===== src/verilog/atc_defs.svh =====
// Constants of the advanced timer control block: offsets, fields, resets.
// Assumes inclusion by bare name from the design file and the testbench.
`ifndef ATC_DEFS_SVH
`define ATC_DEFS_SVH

`define ATC_OFF_CTRL      12'h000
`define ATC_OFF_RELOAD    12'h004
`define ATC_OFF_PRESCALE  12'h008
`define ATC_OFF_COMPARE   12'h00c
`define ATC_OFF_COUNT     12'h010
`define ATC_OFF_CMD       12'h014
`define ATC_OFF_STATUS    12'h018
`define ATC_OFF_MASK      12'h01c

`define ATC_B_RUN         0
`define ATC_B_UINH        1
`define ATC_B_URS         2
`define ATC_B_OSHOT       3
`define ATC_B_DIR         4
`define ATC_F_ALIGN_LO    5
`define ATC_F_ALIGN_HI    6
`define ATC_B_RBUF        7
`define ATC_F_DIV_LO      8
`define ATC_F_DIV_HI      9
`define ATC_CTRL_MASK     16'h03ff
`define ATC_CTRL_RESET    16'h0000

`define ATC_B_CMD_UPD     0
`define ATC_ST_UPD        0
`define ATC_ST_CMP        1
`define ATC_ST_TRG        2

`define ATC_ALIGN_EDGE    2'h0
`define ATC_ALIGN_DOWN    2'h1
`define ATC_ALIGN_UP      2'h2
`define ATC_DIV_1         2'h0
`define ATC_DIV_2         2'h1
`define ATC_DIV_4         2'h2

`define ATC_RESP_OKAY     2'h0
`define ATC_RESP_SLVERR   2'h2

`endif


===== src/verilog/atc_pkg.sv =====
// Types shared by the advanced timer control block.
// Assumes atc_defs.svh holds all numeric constants except the write state codes.
package atc_pkg;
    typedef enum logic [2:0] {
        ATC_WR_IDLE = 3'h1,
        ATC_WR_RESP = 3'h2,
        ATC_WR_HOLD = 3'h4
    } atc_wr_state_t;
endpackage : atc_pkg


===== src/verilog/atc_timer_ctrl.sv =====
// Control logic of an advanced timer: run, update, one-shot, direction,
// alignment, reload buffering and sampling divider, via AXI4-Lite.
// Assumes a single clock; trigger and slave update inputs arrive async.
`include "atc_defs.svh"
`timescale 1ns/1ps
`default_nettype none

module atc_timer_ctrl #(
    parameter int CNT_W = 16
) (
    input  wire logic              core_clk,       // Timer clock, 10 MHz
    input  wire logic              rst,            // Sync reset, active high
    input  wire logic              trig_mode,      // Trigger slave mode on
    input  wire logic              encoder_mode,   // Encoder mode on
    input  wire logic              encoder_dir,    // Encoder direction, 1=down
    input  wire logic              trig_in,        // Trigger input, async
    input  wire logic              slave_update,   // Slave update level, async
    input  wire logic [11:0]       s_axi_awaddr,   // Write address
    input  wire logic              s_axi_awvalid,  // Write address valid
    output logic                   s_axi_awready,  // Write address ready
    input  wire logic [31:0]       s_axi_wdata,    // Write data
    input  wire logic [3:0]        s_axi_wstrb,    // Write strobes
    input  wire logic              s_axi_wvalid,   // Write data valid
    output logic                   s_axi_wready,   // Write data ready
    output logic [1:0]             s_axi_bresp,    // Write response
    output logic                   s_axi_bvalid,   // Write response valid
    input  wire logic              s_axi_bready,   // Write response ready
    input  wire logic [11:0]       s_axi_araddr,   // Read address
    input  wire logic              s_axi_arvalid,  // Read address valid
    output logic                   s_axi_arready,  // Read address ready
    output logic [31:0]            s_axi_rdata,    // Read data
    output logic [1:0]             s_axi_rresp,    // Read response
    output logic                   s_axi_rvalid,   // Read data valid
    input  wire logic              s_axi_rready,   // Read data ready
    output logic [CNT_W-1:0]       count_value,    // Counter value
    output logic                   counting_down,  // Current direction
    output logic                   update_event,   // Update pulse
    output logic                   sample_tick,    // Dead-time/filter tick
    output logic                   irq             // Level interrupt
);

    initial begin
        if (CNT_W < 2 || CNT_W > 32) begin
            $error("CNT_W must be within 2..32");
        end
    end

    // ------------------------------------------------------------
    // Helpers
    // ------------------------------------------------------------
    function automatic logic [31:0] wmerge(input logic [31:0] old,
                                          input logic [31:0] val,
                                          input logic [3:0]  strb);
        logic [31:0] r;
        r = old;
        for (int i = 0; i < 4; i++) begin
            if (strb[i]) r[i*8 +: 8] = val[i*8 +: 8];
        end
        return r;
    endfunction : wmerge

    function automatic logic [31:0] widen(input logic [CNT_W-1:0] v);
        logic [31:0] r;
        r = '0;
        r[CNT_W-1:0] = v;
        return r;
    endfunction : widen

    // ------------------------------------------------------------
    // Input synchronisers
    // ------------------------------------------------------------
    logic [1:0] trig_sync_q, trig_sync_d;
    logic [1:0] supd_sync_q, supd_sync_d;
    logic       trig_prev_q, trig_prev_d;
    logic       supd_prev_q, supd_prev_d;

    always_comb begin
        trig_sync_d = {trig_sync_q[0], trig_in};
        supd_sync_d = {supd_sync_q[0], slave_update};
        trig_prev_d = trig_sync_q[1];
        supd_prev_d = supd_sync_q[1];
    end

    always_ff @(posedge core_clk) begin
        if (rst) begin
            trig_sync_q <= 2'h0;
            supd_sync_q <= 2'h0;
            trig_prev_q <= 1'b0;
            supd_prev_q <= 1'b0;
        end else begin
            trig_sync_q <= trig_sync_d;
            supd_sync_q <= supd_sync_d;
            trig_prev_q <= trig_prev_d;
            supd_prev_q <= supd_prev_d;
        end
    end

    logic trig_rise;
    logic supd_rise;
    assign trig_rise = trig_sync_q[1] & ~trig_prev_q;
    assign supd_rise = supd_sync_q[1] & ~supd_prev_q;

    // ------------------------------------------------------------
    // Register file and bus slave
    // ------------------------------------------------------------
    atc_pkg::atc_wr_state_t wst_q, wst_d;
    logic [11:0]      awaddr_q, awaddr_d;
    logic             awhave_q, awhave_d;
    logic [31:0]      wdata_q, wdata_d;
    logic [3:0]       wstrb_q, wstrb_d;
    logic             whave_q, whave_d;
    logic [1:0]       bresp_q, bresp_d;
    logic             rvalid_q, rvalid_d;
    logic [31:0]      rdata_q, rdata_d;
    logic [1:0]       rresp_q, rresp_d;
    logic [15:0]      ctrl_q, ctrl_d;
    logic [CNT_W-1:0] reload_wr_q, reload_wr_d;
    logic [CNT_W-1:0] reload_act_q, reload_act_d;
    logic [CNT_W-1:0] psc_wr_q, psc_wr_d;
    logic [CNT_W-1:0] psc_act_q, psc_act_d;
    logic [CNT_W-1:0] cmp_wr_q, cmp_wr_d;
    logic [CNT_W-1:0] cmp_act_q, cmp_act_d;
    logic [2:0]       status_q, status_d;
    logic [2:0]       mask_q, mask_d;
    logic [CNT_W-1:0] cnt_q, cnt_d;
    logic [CNT_W-1:0] pcnt_q, pcnt_d;
    logic             down_q, down_d;
    logic [1:0]       div_q, div_d;
    logic             upd_q, upd_d;

    logic        wr_go, rd_go, sw_upd, ovf, upd_ev, upd_irq, cmp_hit;
    logic [31:0] wv, ctrl_w;
    logic [1:0]  align;
    logic        centre;

    assign align  = ctrl_q[`ATC_F_ALIGN_HI:`ATC_F_ALIGN_LO];
    assign centre = (align != `ATC_ALIGN_EDGE);

    assign s_axi_awready = (wst_q == atc_pkg::ATC_WR_IDLE) & ~awhave_q;
    assign s_axi_wready  = (wst_q == atc_pkg::ATC_WR_IDLE) & ~whave_q;
    assign s_axi_bvalid  = (wst_q == atc_pkg::ATC_WR_RESP);
    assign s_axi_bresp   = bresp_q;
    assign s_axi_arready = ~rvalid_q;
    assign s_axi_rvalid  = rvalid_q;
    assign s_axi_rdata   = rdata_q;
    assign s_axi_rresp   = rresp_q;

    assign wr_go  = (wst_q == atc_pkg::ATC_WR_HOLD);
    assign rd_go  = s_axi_arvalid & ~rvalid_q;
    assign wv     = wdata_q;
    assign sw_upd = wr_go & (awaddr_q == `ATC_OFF_CMD)
                    & wstrb_q[0] & wv[`ATC_B_CMD_UPD];
    assign ctrl_w = wmerge({16'h0000, ctrl_q}, wv, wstrb_q);

    // Counter wraps at reload value; centre modes turn at both ends
    always_comb begin
        ovf = 1'b0;
        if (ctrl_q[`ATC_B_RUN] && psc_q_tick()) begin
            if (down_q) ovf = (cnt_q == '0);
            else        ovf = (cnt_q == reload_act_q);
        end
    end

    function automatic logic psc_q_tick();
        return pcnt_q == psc_act_q;
    endfunction : psc_q_tick

    assign upd_ev  = ~ctrl_q[`ATC_B_UINH] & (ovf | sw_upd | supd_rise);
    assign upd_irq = upd_ev & (ovf | ~ctrl_q[`ATC_B_URS]);
    assign cmp_hit = ctrl_q[`ATC_B_RUN] & psc_q_tick() & (cnt_q == cmp_act_q)
                     & (align == `ATC_ALIGN_EDGE ? 1'b1 :
                        align == `ATC_ALIGN_DOWN ? down_q :
                        align == `ATC_ALIGN_UP   ? ~down_q : 1'b1);

    always_comb begin
        wst_d = wst_q;
        awaddr_d = awaddr_q;
        awhave_d = awhave_q;
        wdata_d = wdata_q;
        wstrb_d = wstrb_q;
        whave_d = whave_q;
        bresp_d = bresp_q;
        case (wst_q)
            atc_pkg::ATC_WR_IDLE: begin
                if (s_axi_awvalid && !awhave_q) begin
                    awaddr_d = s_axi_awaddr;
                    awhave_d = 1'b1;
                end
                if (s_axi_wvalid && !whave_q) begin
                    wdata_d = s_axi_wdata;
                    wstrb_d = s_axi_wstrb;
                    whave_d = 1'b1;
                end
                if (awhave_d && whave_d) wst_d = atc_pkg::ATC_WR_HOLD;
            end
            atc_pkg::ATC_WR_HOLD: begin
                awhave_d = 1'b0;
                whave_d  = 1'b0;
                bresp_d  = (awaddr_q[1:0] == 2'h0 &&
                            awaddr_q <= `ATC_OFF_MASK &&
                            awaddr_q != `ATC_OFF_COUNT &&
                            awaddr_q != `ATC_OFF_STATUS)
                           ? `ATC_RESP_OKAY : `ATC_RESP_SLVERR;
                wst_d    = atc_pkg::ATC_WR_RESP;
            end
            atc_pkg::ATC_WR_RESP: begin
                if (s_axi_bready) wst_d = atc_pkg::ATC_WR_IDLE;
            end
            default: wst_d = atc_pkg::ATC_WR_IDLE;
        endcase
    end

    always_comb begin
        rvalid_d = rvalid_q;
        rdata_d  = rdata_q;
        rresp_d  = rresp_q;
        if (rvalid_q && s_axi_rready) rvalid_d = 1'b0;
        if (rd_go) begin
            rvalid_d = 1'b1;
            rresp_d  = `ATC_RESP_OKAY;
            case (s_axi_araddr)
                `ATC_OFF_CTRL:     rdata_d = {16'h0000,
                                              ctrl_q & `ATC_CTRL_MASK};
                `ATC_OFF_RELOAD:   rdata_d = widen(reload_wr_q);
                `ATC_OFF_PRESCALE: rdata_d = widen(psc_wr_q);
                `ATC_OFF_COMPARE:  rdata_d = widen(cmp_wr_q);
                `ATC_OFF_COUNT:    rdata_d = widen(cnt_q);
                `ATC_OFF_CMD:      rdata_d = 32'h0000_0000;
                `ATC_OFF_STATUS:   rdata_d = {29'h0, status_q};
                `ATC_OFF_MASK:     rdata_d = {29'h0, mask_q};
                default: begin
                    rdata_d = 32'h0000_0000;
                    rresp_d = `ATC_RESP_SLVERR;
                end
            endcase
        end
    end

    // ------------------------------------------------------------
    // Control, buffers and counter
    // ------------------------------------------------------------
    always_comb begin
        ctrl_d       = ctrl_q;
        reload_wr_d  = reload_wr_q;
        reload_act_d = reload_act_q;
        psc_wr_d     = psc_wr_q;
        psc_act_d    = psc_act_q;
        cmp_wr_d     = cmp_wr_q;
        cmp_act_d    = cmp_act_q;
        mask_d       = mask_q;
        status_d     = status_q;
        if (wr_go) begin
            case (awaddr_q)
                `ATC_OFF_CTRL: begin
                    ctrl_d = ctrl_w[15:0] & `ATC_CTRL_MASK;
                    // Alignment is only taken while stopped
                    if (ctrl_q[`ATC_B_RUN])
                        ctrl_d[`ATC_F_ALIGN_HI:`ATC_F_ALIGN_LO] = align;
                    if (centre || encoder_mode)
                        ctrl_d[`ATC_B_DIR] = ctrl_q[`ATC_B_DIR];
                end
                `ATC_OFF_RELOAD: begin
                    reload_wr_d = CNT_W'(wmerge(widen(reload_wr_q), wv,
                                                wstrb_q));
                    if (!ctrl_q[`ATC_B_RBUF])
                        reload_act_d = reload_wr_d;
                end
                `ATC_OFF_PRESCALE:
                    psc_wr_d = CNT_W'(wmerge(widen(psc_wr_q), wv, wstrb_q));
                `ATC_OFF_COMPARE:
                    cmp_wr_d = CNT_W'(wmerge(widen(cmp_wr_q), wv, wstrb_q));
                `ATC_OFF_MASK:
                    mask_d = wstrb_q[0] ? wv[2:0] : mask_q;
                default: ;
            endcase
        end
        if (trig_mode && trig_rise) begin
            ctrl_d[`ATC_B_RUN] = 1'b1;
        end
        if (upd_ev) begin
            reload_act_d = reload_wr_q;
            psc_act_d    = psc_wr_q;
            cmp_act_d    = cmp_wr_q;
            if (ctrl_q[`ATC_B_OSHOT]) ctrl_d[`ATC_B_RUN] = 1'b0;
        end
        if (centre || encoder_mode) ctrl_d[`ATC_B_DIR] = down_d;
        // Read clears, but a new event in the same cycle survives
        if (rd_go && s_axi_araddr == `ATC_OFF_STATUS) status_d = 3'h0;
        if (upd_irq)                    status_d[`ATC_ST_UPD] = 1'b1;
        if (cmp_hit)                    status_d[`ATC_ST_CMP] = 1'b1;
        if (trig_mode && trig_rise)     status_d[`ATC_ST_TRG] = 1'b1;
    end

    always_comb begin
        cnt_d  = cnt_q;
        pcnt_d = pcnt_q;
        down_d = down_q;
        if (!centre) down_d = ctrl_q[`ATC_B_DIR];
        if (encoder_mode) down_d = encoder_dir;
        if (ctrl_q[`ATC_B_RUN]) begin
            pcnt_d = psc_q_tick() ? '0 : pcnt_q + 1'b1;
            if (psc_q_tick()) begin
                if (centre && !encoder_mode) begin
                    if (!down_q && cnt_q == reload_act_q) begin
                        down_d = 1'b1;
                        cnt_d  = cnt_q - 1'b1;
                    end else if (down_q && cnt_q == '0) begin
                        down_d = 1'b0;
                        cnt_d  = cnt_q + 1'b1;
                    end else begin
                        cnt_d = down_q ? cnt_q - 1'b1 : cnt_q + 1'b1;
                    end
                end else if (ovf) begin
                    cnt_d = down_q ? reload_act_q : '0;
                end else begin
                    cnt_d = down_q ? cnt_q - 1'b1 : cnt_q + 1'b1;
                end
            end
        end
        if (sw_upd && !ctrl_q[`ATC_B_UINH]) begin
            pcnt_d = '0;
            cnt_d  = (down_q && !centre) ? reload_act_q : '0;
        end
    end

    // Sampling tick; reserved code 11 behaves as undivided
    always_comb begin
        div_d = div_q + 2'h1;
        case (ctrl_q[`ATC_F_DIV_HI:`ATC_F_DIV_LO])
            `ATC_DIV_2: sample_tick = div_q[0];
            `ATC_DIV_4: sample_tick = (div_q == 2'h3);
            default:    sample_tick = 1'b1;
        endcase
        upd_d = upd_ev;
    end

    always_ff @(posedge core_clk) begin
        if (rst) begin
            wst_q <= atc_pkg::ATC_WR_IDLE;
            awaddr_q <= 12'h000;
            awhave_q <= 1'b0;
            wdata_q <= 32'h0000_0000;
            wstrb_q <= 4'h0;
            whave_q <= 1'b0;
            bresp_q <= `ATC_RESP_OKAY;
            rvalid_q <= 1'b0;
            rdata_q <= 32'h0000_0000;
            rresp_q <= `ATC_RESP_OKAY;
            ctrl_q <= `ATC_CTRL_RESET;
            reload_wr_q <= '0;
            reload_act_q <= '0;
            psc_wr_q <= '0;
            psc_act_q <= '0;
            cmp_wr_q <= '0;
            cmp_act_q <= '0;
            status_q <= 3'h0;
            mask_q <= 3'h0;
            cnt_q <= '0;
            pcnt_q <= '0;
            down_q <= 1'b0;
            div_q <= 2'h0;
            upd_q <= 1'b0;
        end else begin
            wst_q <= wst_d;
            awaddr_q <= awaddr_d;
            awhave_q <= awhave_d;
            wdata_q <= wdata_d;
            wstrb_q <= wstrb_d;
            whave_q <= whave_d;
            bresp_q <= bresp_d;
            rvalid_q <= rvalid_d;
            rdata_q <= rdata_d;
            rresp_q <= rresp_d;
            ctrl_q <= ctrl_d;
            reload_wr_q <= reload_wr_d;
            reload_act_q <= reload_act_d;
            psc_wr_q <= psc_wr_d;
            psc_act_q <= psc_act_d;
            cmp_wr_q <= cmp_wr_d;
            cmp_act_q <= cmp_act_d;
            status_q <= status_d;
            mask_q <= mask_d;
            cnt_q <= cnt_d;
            pcnt_q <= pcnt_d;
            down_q <= down_d;
            div_q <= div_d;
            upd_q <= upd_d;
        end
    end

    assign count_value   = cnt_q;
    assign counting_down = down_q;
    assign update_event  = upd_q;
    assign irq           = |(status_q & mask_q);

endmodule : atc_timer_ctrl
`default_nettype wire


===== config.mk =====
export PLATFORM = sky130hd
export DESIGN_NAME = atc_timer_ctrl
export DESIGN_NICKNAME = d
export VERILOG_FILES = /design/src/verilog/atc_pkg.sv /design/src/verilog/atc_timer_ctrl.sv
export VERILOG_INCLUDE_DIRS = /design/src /design/src/verilog
export SDC_FILE = /design/constraint.sdc
export NUM_CORES = 1
export LEC_CHECK = 0
export ABC_AREA = 0
export BUFFER_PORTS_ARGS = -buffer_cell sky130_fd_sc_hd__buf_2
export CORE_UTILIZATION = 40
export DETAILED_ROUTE_END_ITERATION = 10
export GPL_TIMING_DRIVEN = 0
export PLACE_DENSITY_LB_ADDON = 0.3
export SYNTH_ARGS = -nofsm -noshare
export SYNTH_HDL_FRONTEND = slang
export SYNTH_SLANG_ARGS = --single-unit

===== constraint.sdc =====
create_clock -name core_clk -period 7.3 [get_ports core_clk]
set_clock_uncertainty 0.05 [all_clocks]
set_input_delay 0.365 -clock core_clk [delete_from_list [all_inputs] [get_ports core_clk]]
set_output_delay 0.365 -clock core_clk [all_outputs]
set_load 0.005 [all_outputs]

==> results of run 1 <==
==> power by group <==
part | switching [mW] | internal (mW) | leakage (nW)
registers | 0.0400 | 1.17 | 1.69
clock network | 0.498 | 0.748 | 0.398
logic | 0.194 | 0.110 | 2.33
==> through the flow <==
step,power [mW],worst slack (ns),std cells,util (%),hold WS (ns)
5_1_grt,2.843,3.637,1773,47.78,0.01500
6_report,2.754,3.814,1773,47.78,0.01138
4_1_cts,2.756,3.885,1772,47.71,0.003670
3_5_place_dp,1.527,3.891,1728,44.36,0.3704
2_1_floorplan,1.416,4.638,1303,-,0.3638
3_3_place_gp,1.523,3.908,1728,44.34,0.3666
==> cells in the final DEF (no fill, tap or decap), types with 5 or more instances in the layout <==
cell       Yosys  final
a22oi_1       28     28
a31oi_1        9      9
nand4_1       13     13
xnor2_1       28     28
mux2i_1       30     30
a21oi_1      155    155
clkbuf_16      0     25
buf_2         11    107
nor2_1       111    111
nor4_1        17     14
or2_2          5      5
nor3_1        17     17
o21ai_0       33     33
inv_1         33     33
o22ai_1        6      6
xor2_1        42     42
clkbuf_8       0      5
or3_1          8      8
nand2_1      229    229
dfxtp_1      208    208
ha_1           7      7
nand3_1       45     45
clkbuf_1      68     69
conb_1         1     18
and2_1         7      7
buf_4         19     19
nand3b_1      20     20
and3_1        19     19
o21ai_1        5      5
a221oi_1      18     18
a222oi_1      11     11
a211oi_1       7      7
nor2b_1       12     12
==> cell type report <==
| cell class | count | area [µm²] |
|---|---|---|
| clock buffer | 31 | 698.2 |
| fill | 2565 | 13110 |
| buffer | 103 | 494.2 |
| multi-input combinational | 959 | 5482 |
| inverter | 33 | 123.9 |
| clock inverter | 12 | 131.4 |
| tap | 330 | 412.9 |
| timing repair buffer | 97 | 490.5 |
| sequential | 208 | 4164 |
==> registers in the layout (all words and copies together) (netlist names), 10 cells and up <==
register / count
cmp_wr_q: 16
psc_act_q: 16
count_value: 16
pcnt_q: 16
reload_act_q: 16
psc_wr_q: 16
cmp_act_q: 16
wdata_q: 16
s_axi_rdata: 16
reload_wr_q: 16
ctrl_q: 10
awaddr_q: 12
==> worst max-delay path, stage by stage, from the launching register on <==
cell      delay (ns)
dfxtp_1         0.31
nor4_1          0.30
nand3_1         0.26
nor3_1          0.49
and2_1          0.24
clkbuf_1        0.38
nor2b_1         0.42
inv_1           0.15
o21ai_1         0.53
a221oi_1        0.19
==> routing by layer <==
layer	GRT usage [%]	part of all wire (%)	wire length, µm
met1	36.91	44	15250
met2	41.54	44	15240
met3	4.289	9.6	3354
met4	10.38	2.9	1005
met5	0	0	0
==> synthesized netlist by cell type, drive strengths merged (3+ instances only) <==
cell type,n,area (µm²)
nor2b,12,75.07
nand2b,4,25.02
nor2,111,416.7
nor3,17,85.08
xnor2,28,245.2
ha,7,87.58
a222oi,11,110.1
nand3b,20,150.1
nor4,18,118.9
o31ai,3,22.52
a21oi,155,775.7
o22ai,7,50.05
inv,33,123.9
a211oi,7,52.55
nand4,13,81.33
a31oi,10,68.81
a221oi,18,157.7
dfxtp,208,4164
clkbuf,68,255.2
a311oi,3,32.53
o221ai,5,50.04
and3,19,118.9
or2,7,43.79
mux2i,30,300.3
a22oi,28,210.2
buf,35,239.0
and2,8,50.05
nand3,46,242.7
or3,10,72.57
o21ai,42,240.2
nand2,231,877.1
xor2,42,367.9
==> kinds of logic after synthesis <==
| kind of cell | count (synthesis) | share of synthesized area, % |
|---|---|---|
| other | 1 | 0.03683 |
| muxes | 31 | 3.060 |
| AOI/OAI and AO/OA | 311 | 19.36 |
| and+or+nand+nor | 522 | 23.69 |
| DFF | 208 | 40.90 |
| adders and majority gates | 7 | 0.8602 |
| buffers and inverters | 136 | 6.071 |
| xor gates and xnor gates | 70 | 6.022 |
==> how the worst max path moves through the flow <==
stage / startpoint / endpoint / slack [ns]
floorplan: count_value[10] / cmp_act_q[11] / 4.64
global placement: wst_q[0] / count_value[12] / 3.91
detailed placement: awaddr_q[11] / count_value[12] / 3.89
CTS: awaddr_q[11] / count_value[12] / 3.88
global route: awaddr_q[11] / reload_act_q[4] / 3.64
finish: awaddr_q[11] / reload_act_q[5] / 3.81
==> repair_timing <==
action / 4_1_cts / 5_1_grt
hold buffers: 1 / 0
endpoints found under the hold margin: 1 / 0
setup buffers: 0 / 0
==> reports/results.txt, run 1 <==
The flow ran to the end, and the final reports show no timing, DRC or antenna violations. The worst setup path is captured at a flop. For the clock insertion delay at the later pin of the skew report, the log shows 0.52 ns. The post-detailed-route wirelength per cell was 19.65 µm. The synthesis-stage register bit count is 208, and the deepest clock path buffer count is 3. Cells with a size suffix above 1 make up 13.86% of the layout. The tools report the source of the worst register-to-register timing path as awaddr_q[11].

For this run, the top clock speed supported by timing is 0.2868 GHz. The final count of pins violating max slew came out at 0. X dimension of the die: 161.5 µm. The period utilization works out to 47.76%. Reg-to-reg setup timing slack: 3.81 ns. Synthesis produced 1286 cells.

The critical path in this run is classified as reg2reg. After detailed routing, the number of remaining DRC violations is 0. The buffer cell driving the clock tree root is clkbuf_16. The count of endpoints failing setup in the final report was 0.

In this run the tightest slew margin relative to its limit is 29.21%. After clock tree synthesis, the clock-pin slew on the worst setup and hold paths is 0.06 ns. First-pass iteration count of the detailed router: 6. The placed instances occupy a cell area of 0.01114 mm². The via density per instance was 5.680. The relative area change from synthesis to final layout was 17.83%; the peak supply drop was 152.5 µV.

The cell depth of the worst min-delay path is 2, and the core area is 0.02511 mm². The Yosys step of the flow raised 0 warnings. Measured along the y axis, the die boundary spans 161.5 µm. Average size of a mapped cell: 7.917 µm². In this run the tool buffered the top-level ports with 95 buffer cells. For the total via count after detailed routing, the log shows 10.07k. The aggregate routed wire length is 34850 µm. The first routing iteration left 1188 violations. The run gives 54210 µm as the wire length of the first global-routing pass. The floorplan step defined a die boundary enclosing 0.02610 mm². Of all flip-flops after synthesis, the portion carrying an async set or reset was 0%. The tools report the count of cell types in the netlist as 72. 133 I/O pins were placed.

The top flip-flop cell by instance count after synthesis is dfxtp_1. Routability-driven placement finished with a final weighted congestion of 0.9613. The number of global-route vias before repair was 9419. The final number of hold-violating endpoints came out at 0. The tools report the number of gates given a new drive strength after cts as 0. The logs give 26.72% for the aggregate global-route resource usage and 40.55% for the starting utilization of the core area. The largest driver fanout on the critical path is 9, and the sequential element share of the synthesized area is 40.90%. Final instance area: 0.01200 mm². For the max capacitance violation total, the log shows 0.

The antenna diode count was 0. The initial antenna violation count was 0. For this design, the sink count on the clock tree is 208. The detail route stage leaves a number of antenna-violating nets equal to 0. The number of cells on the worst reg-to-reg path is 9. After floorplanning, the core was divided into 58 placement rows.

Detailed placement ended at an HPWL of 26050 µm. The beginning of the worst hold path is trig_in. The pin count of the biggest net entering global routing was 15.

The path with the worst hold slack has its endpoint at trig_sync_q[0]. The run gives 0 as the total overflow reported by the global router. The final total negative setup slack came out at 0 ns. The power per unit of standard cell area was 229.6 mW/mm²; the time the worst path needs with I/O delays and setup was 3.486 ns. In this run the worst hold path is classified as in2reg. Setup repair after global routing left no endpoint under its margin. The tools report the worst endpoint data arrival time as 3.78 ns.

In this run the critical register-to-register path is captured at reload_act_q[5]. The number of buffers inserted during clock tree synthesis is 24, and the endpoint required time on the critical path is 7.59 ns. Yosys mapped a number of flops with a built-in enable equal to 0.

The final layout contains 1505 nets. TritonCTS built the clock tree. The transition at the pin with the smallest max-transition slack works out to 1.053 ns. The analysis attributes to cell leakage a power of 4.413 nW. The number of H-tree branching levels was 1. The worst setup path is launched from a flop. The synthesized cell area came out at 0.01018 mm².
No activity file was read; power rests on OpenSTA's default activity.
==> run 2: changes to the inputs <==
==> constraint.sdc (replaced) <==
create_clock -name core_clk -period 2.9 [get_ports core_clk]
set_clock_uncertainty 0.05 [all_clocks]
set_input_delay 0.145 -clock core_clk [delete_from_list [all_inputs] [get_ports core_clk]]
set_output_delay 0.145 -clock core_clk [all_outputs]
set_load 0.005 [all_outputs]
==> reports/results.txt, run 2 (synthesis gave the netlist of run 1 again) <==
The final number of hold-violating endpoints came out at 0 (unchanged). Deepest clock path buffer count: 3 (unchanged). The largest individual stage delay along the critical path comes from the cell or4_4. The total overflow reported by the global router is 0 (unchanged), and the overall power consumption is 7.133 mW (+160%). The run gives 5 (-1) as the first-pass iteration count of the detailed router. The number of ports placed on the die boundary is 133 (unchanged).

In this run the critical register-to-register path is launched from count_value[9]. For the detailed placer's ending HPWL, the log shows 26050 µm (unchanged). The worst endpoint data arrival time came out at 3.30 ns (-0.48 ns).

The most critical setup path has its startpoint at count_value[9]. The peak clock frequency supported by timing was 0.3405 GHz (+19%). The tools report the count of non-filler cells in the finished layout as 1842 (+3.9%). The count of endpoints failing setup in the final report came out at 2 (+2).

The run gives -0.5089 ns (-4.400 ns) as the post-placement worst setup slack. The max capacitance violation total is 0 (unchanged). The period utilization is 101.3% (+54 points). The number of nets with antenna violations after routing is 0 (unchanged). Setup repair after global routing could not meet its margin everywhere. The clock-pin slew on the worst setup and hold paths works out to 0.07 ns (about the same). The tools report the beginning of the worst hold path as s_axi_arvalid.

TritonCTS built the clock tree. The logs give 13.2% (+2.2 points) for the relative contribution of combinational cells to total power and -0.04 ns (-3.85 ns) for the reg-to-reg setup timing slack. The switching power is 1.919 mW (+160%), and the relative area change from synthesis to final layout is 27.36%.

The clock insertion delay at the later pin of the skew report was 0.52 ns (about the same); the transition at the pin with the smallest max-transition slack was 1.055 ns (+0.002174 ns). Post-detailed-route wirelength per cell: 19.73 µm (+0.36%). The power per unit of standard cell area is 550.1 mW/mm² (+140%).

The critical path buffer and inverter count came out at 1 (-1). For the initial antenna violation count, the log shows 0 (unchanged). Antenna diode count: 0 (unchanged). Time the worst path needs with I/O delays and setup: 2.937 ns (-0.5494 ns). The fraction of final layout cells sized beyond drive strength 1 was 18.58% (+4.7 points); the via density per instance was 5.645 (-0.61%). The total number of placement rows was 58 (unchanged); the endpoint required time on the critical path was 3.26 ns (-4.33 ns). The number of global-route vias before repair was 9776 (+3.8%); the core area was 0.02511 mm² (unchanged). For the aggregate global-route resource usage, the log shows 27.35% (+0.63 points).

The run gives 44.1% (-1.1 points) as the clock power share. For the total DRC errors in the routed layout, the log shows 0 (unchanged). Leaving out fill and tap cells, the most frequent cell in the layout is nand2_1. For the final setup slack of the worst path, the log shows -0.03701 ns (-3.851 ns). In this run the clock root is driven by a clkbuf_16. The stage delay of the slowest cell on the critical path was 0.56 ns (+0.03 ns); the layout filler cell count was 2453 (-4.4%). For the final layout net count, the log shows 1574 (+4.6%). The run gives 387.1 µV (+150%) as the peak supply drop. The worst hold path class is in2reg. The tools report the cell-internal power as 5.214 mW (+160%). The aggregate routed wire length is 36340 µm (+4.3%). Walking the worst path, the cells encountered are or4_4 > or3_4 > or3_4 > nand2_8 > o21ai_4 > buf_8 > o22ai_2 > o22ai_2 > a2111oi_2.

The largest driver fanout on the critical path is 7 (-2), and the wire length of the first global-routing pass is 55540 µm (+2.4%). The tools report the kind of end point of the critical path as a flop. The die area is 0.02610 mm² (unchanged), and the global placement routability congestion is 0.9613 (unchanged). The tools report the number of H-tree branching levels as 1 (unchanged). In the layout the commonest cells are nand2_1, dfxtp_1, a21oi_1. The checks that failed: setup timing. The number of buffer cells added on primary ports was 95 (unchanged); the final count of pins violating max slew was 0 (unchanged).

The switching share of total power is 26.90% (+0.35 points), and the pin count of the biggest net entering global routing is 15 (unchanged). The run gives 42.6% (-1.2 points) as the sequential share of power. Grouping stages by cell kind, the critical path spends the most delay in simple AND/OR/NAND/NOR gates.

Leakage power total: 4.865 nW (+10%). The cell count of the worst reg-to-reg path is 9 (unchanged), and the number of buffers inserted during clock tree synthesis is 24 (unchanged). The critical path launch point type was a flop. Total via count after detailed routing: 10.40k (+3.3%).

The logs give 1222 (+2.9%) for the number of violations reported at the end of detailed-routing iteration 0 and 40.55% (unchanged) for the starting utilization of the core area. The cell depth of the worst min-delay path was 4 (+2). The tools report the reg-to-reg endpoint as count_value[8]. The final total negative setup slack was -0.04809 ns (-0.04809 ns); the x dimension of the die was 161.5 µm (unchanged). The tools report the endpoint of the worst hold-timing path as s_axi_rresp[1]. The flow ran to the end, but the final reports show violations. The category of the critical setup timing path was reg2reg. The relative slew slack was 29.06% (-0.15 points). The placed instance count is 1728 (unchanged). The floorplan die height is 161.5 µm (unchanged), and the number of clock sinks is 208 (unchanged).
==> run 2: cell type report <==
type                       count  area (µm²)  area share, %
buffer                       100       541.8          4.178
clock buffer                  31       698.2          5.385
clock inverter                12       131.4          1.013
inverter                      33       123.9         0.9553
multi-input combinational    960        5739          44.26
sequential                   208        4172          32.17
tap                          330       412.9          3.184
timing repair buffer         168        1147          8.849
==> run 2: worst register-to-register path, cell delays in order, from the launching register on <==
cell	delay, ns
dfxtp_1	0.38
or4_4	0.56
or3_4	0.43
or3_4	0.45
nand2_8	0.12
o21ai_4	0.10
buf_8	0.17
o22ai_2	0.10
o22ai_2	0.10
a2111oi_2	0.37
==> run 2: through the flow <==
| step | utilization [%] | hold slack, ns | area (µm²) |
|---|---|---|---|
| floorplan | - | 0.1940 | 10240 |
| global placement | 44.34 | 0.2807 | 11130 |
| detailed placement | 44.36 | 0.2860 | 11140 |
| CTS | 50.07 | 0.05454 | 12570 |
| global route | 51.64 | 0.09676 | 12970 |
| finish | 51.64 | 0.05254 | 12970 |
==> run 2: what timing repair did <==
| item | in CTS | in global routing |
|---|---|---|
| resized for setup | 30 | 72 |
| pin swaps | 6 | 27 |
| setup endpoints to repair | 76 | 69 |
| gates cloned | 0 | 1 |
| hold buffers | 40 | 0 |
| buffers inserted | 10 | 23 |
| endpoints found under the hold margin | 39 | 0 |
==> run 2: power by group through the flow <==
stage          sequential, mW  clock (mW)  combinational, mW
2_1_floorplan            3.05           0              0.511
3_3_place_gp             3.09           0              0.741
6_report                 3.04        3.15              0.945
3_5_place_dp             3.10           0              0.748
4_1_cts                  3.03        3.15              0.837
5_1_grt                  3.05        3.29               1.01
==> run 2: how the worst max path moves through the flow <==
stage                                 end  slack, ns  cells after the start
after global placement    count_value[12]      -0.49                     10
after floorplan             cmp_act_q[11]       0.24                     11
after detailed placement  count_value[12]      -0.51                     10
after global routing       count_value[8]      -0.07                     10
after CTS                 count_value[12]     -0.006                     10
final                      count_value[8]      -0.04                      9
==> run 2: layer usage <==
| layer | global-route usage (%) | wire length (µm) | up-vias |
|---|---|---|---|
| met5 | 0 | 0 | - |
| met1 | 37.15 | 15390 | 4839 |
| met2 | 43.30 | 16070 | 589 |
| met4 | 11.19 | 1293 | 0 |
| li1 | - | - | 4880 |
| met3 | 4.058 | 3582 | 91 |
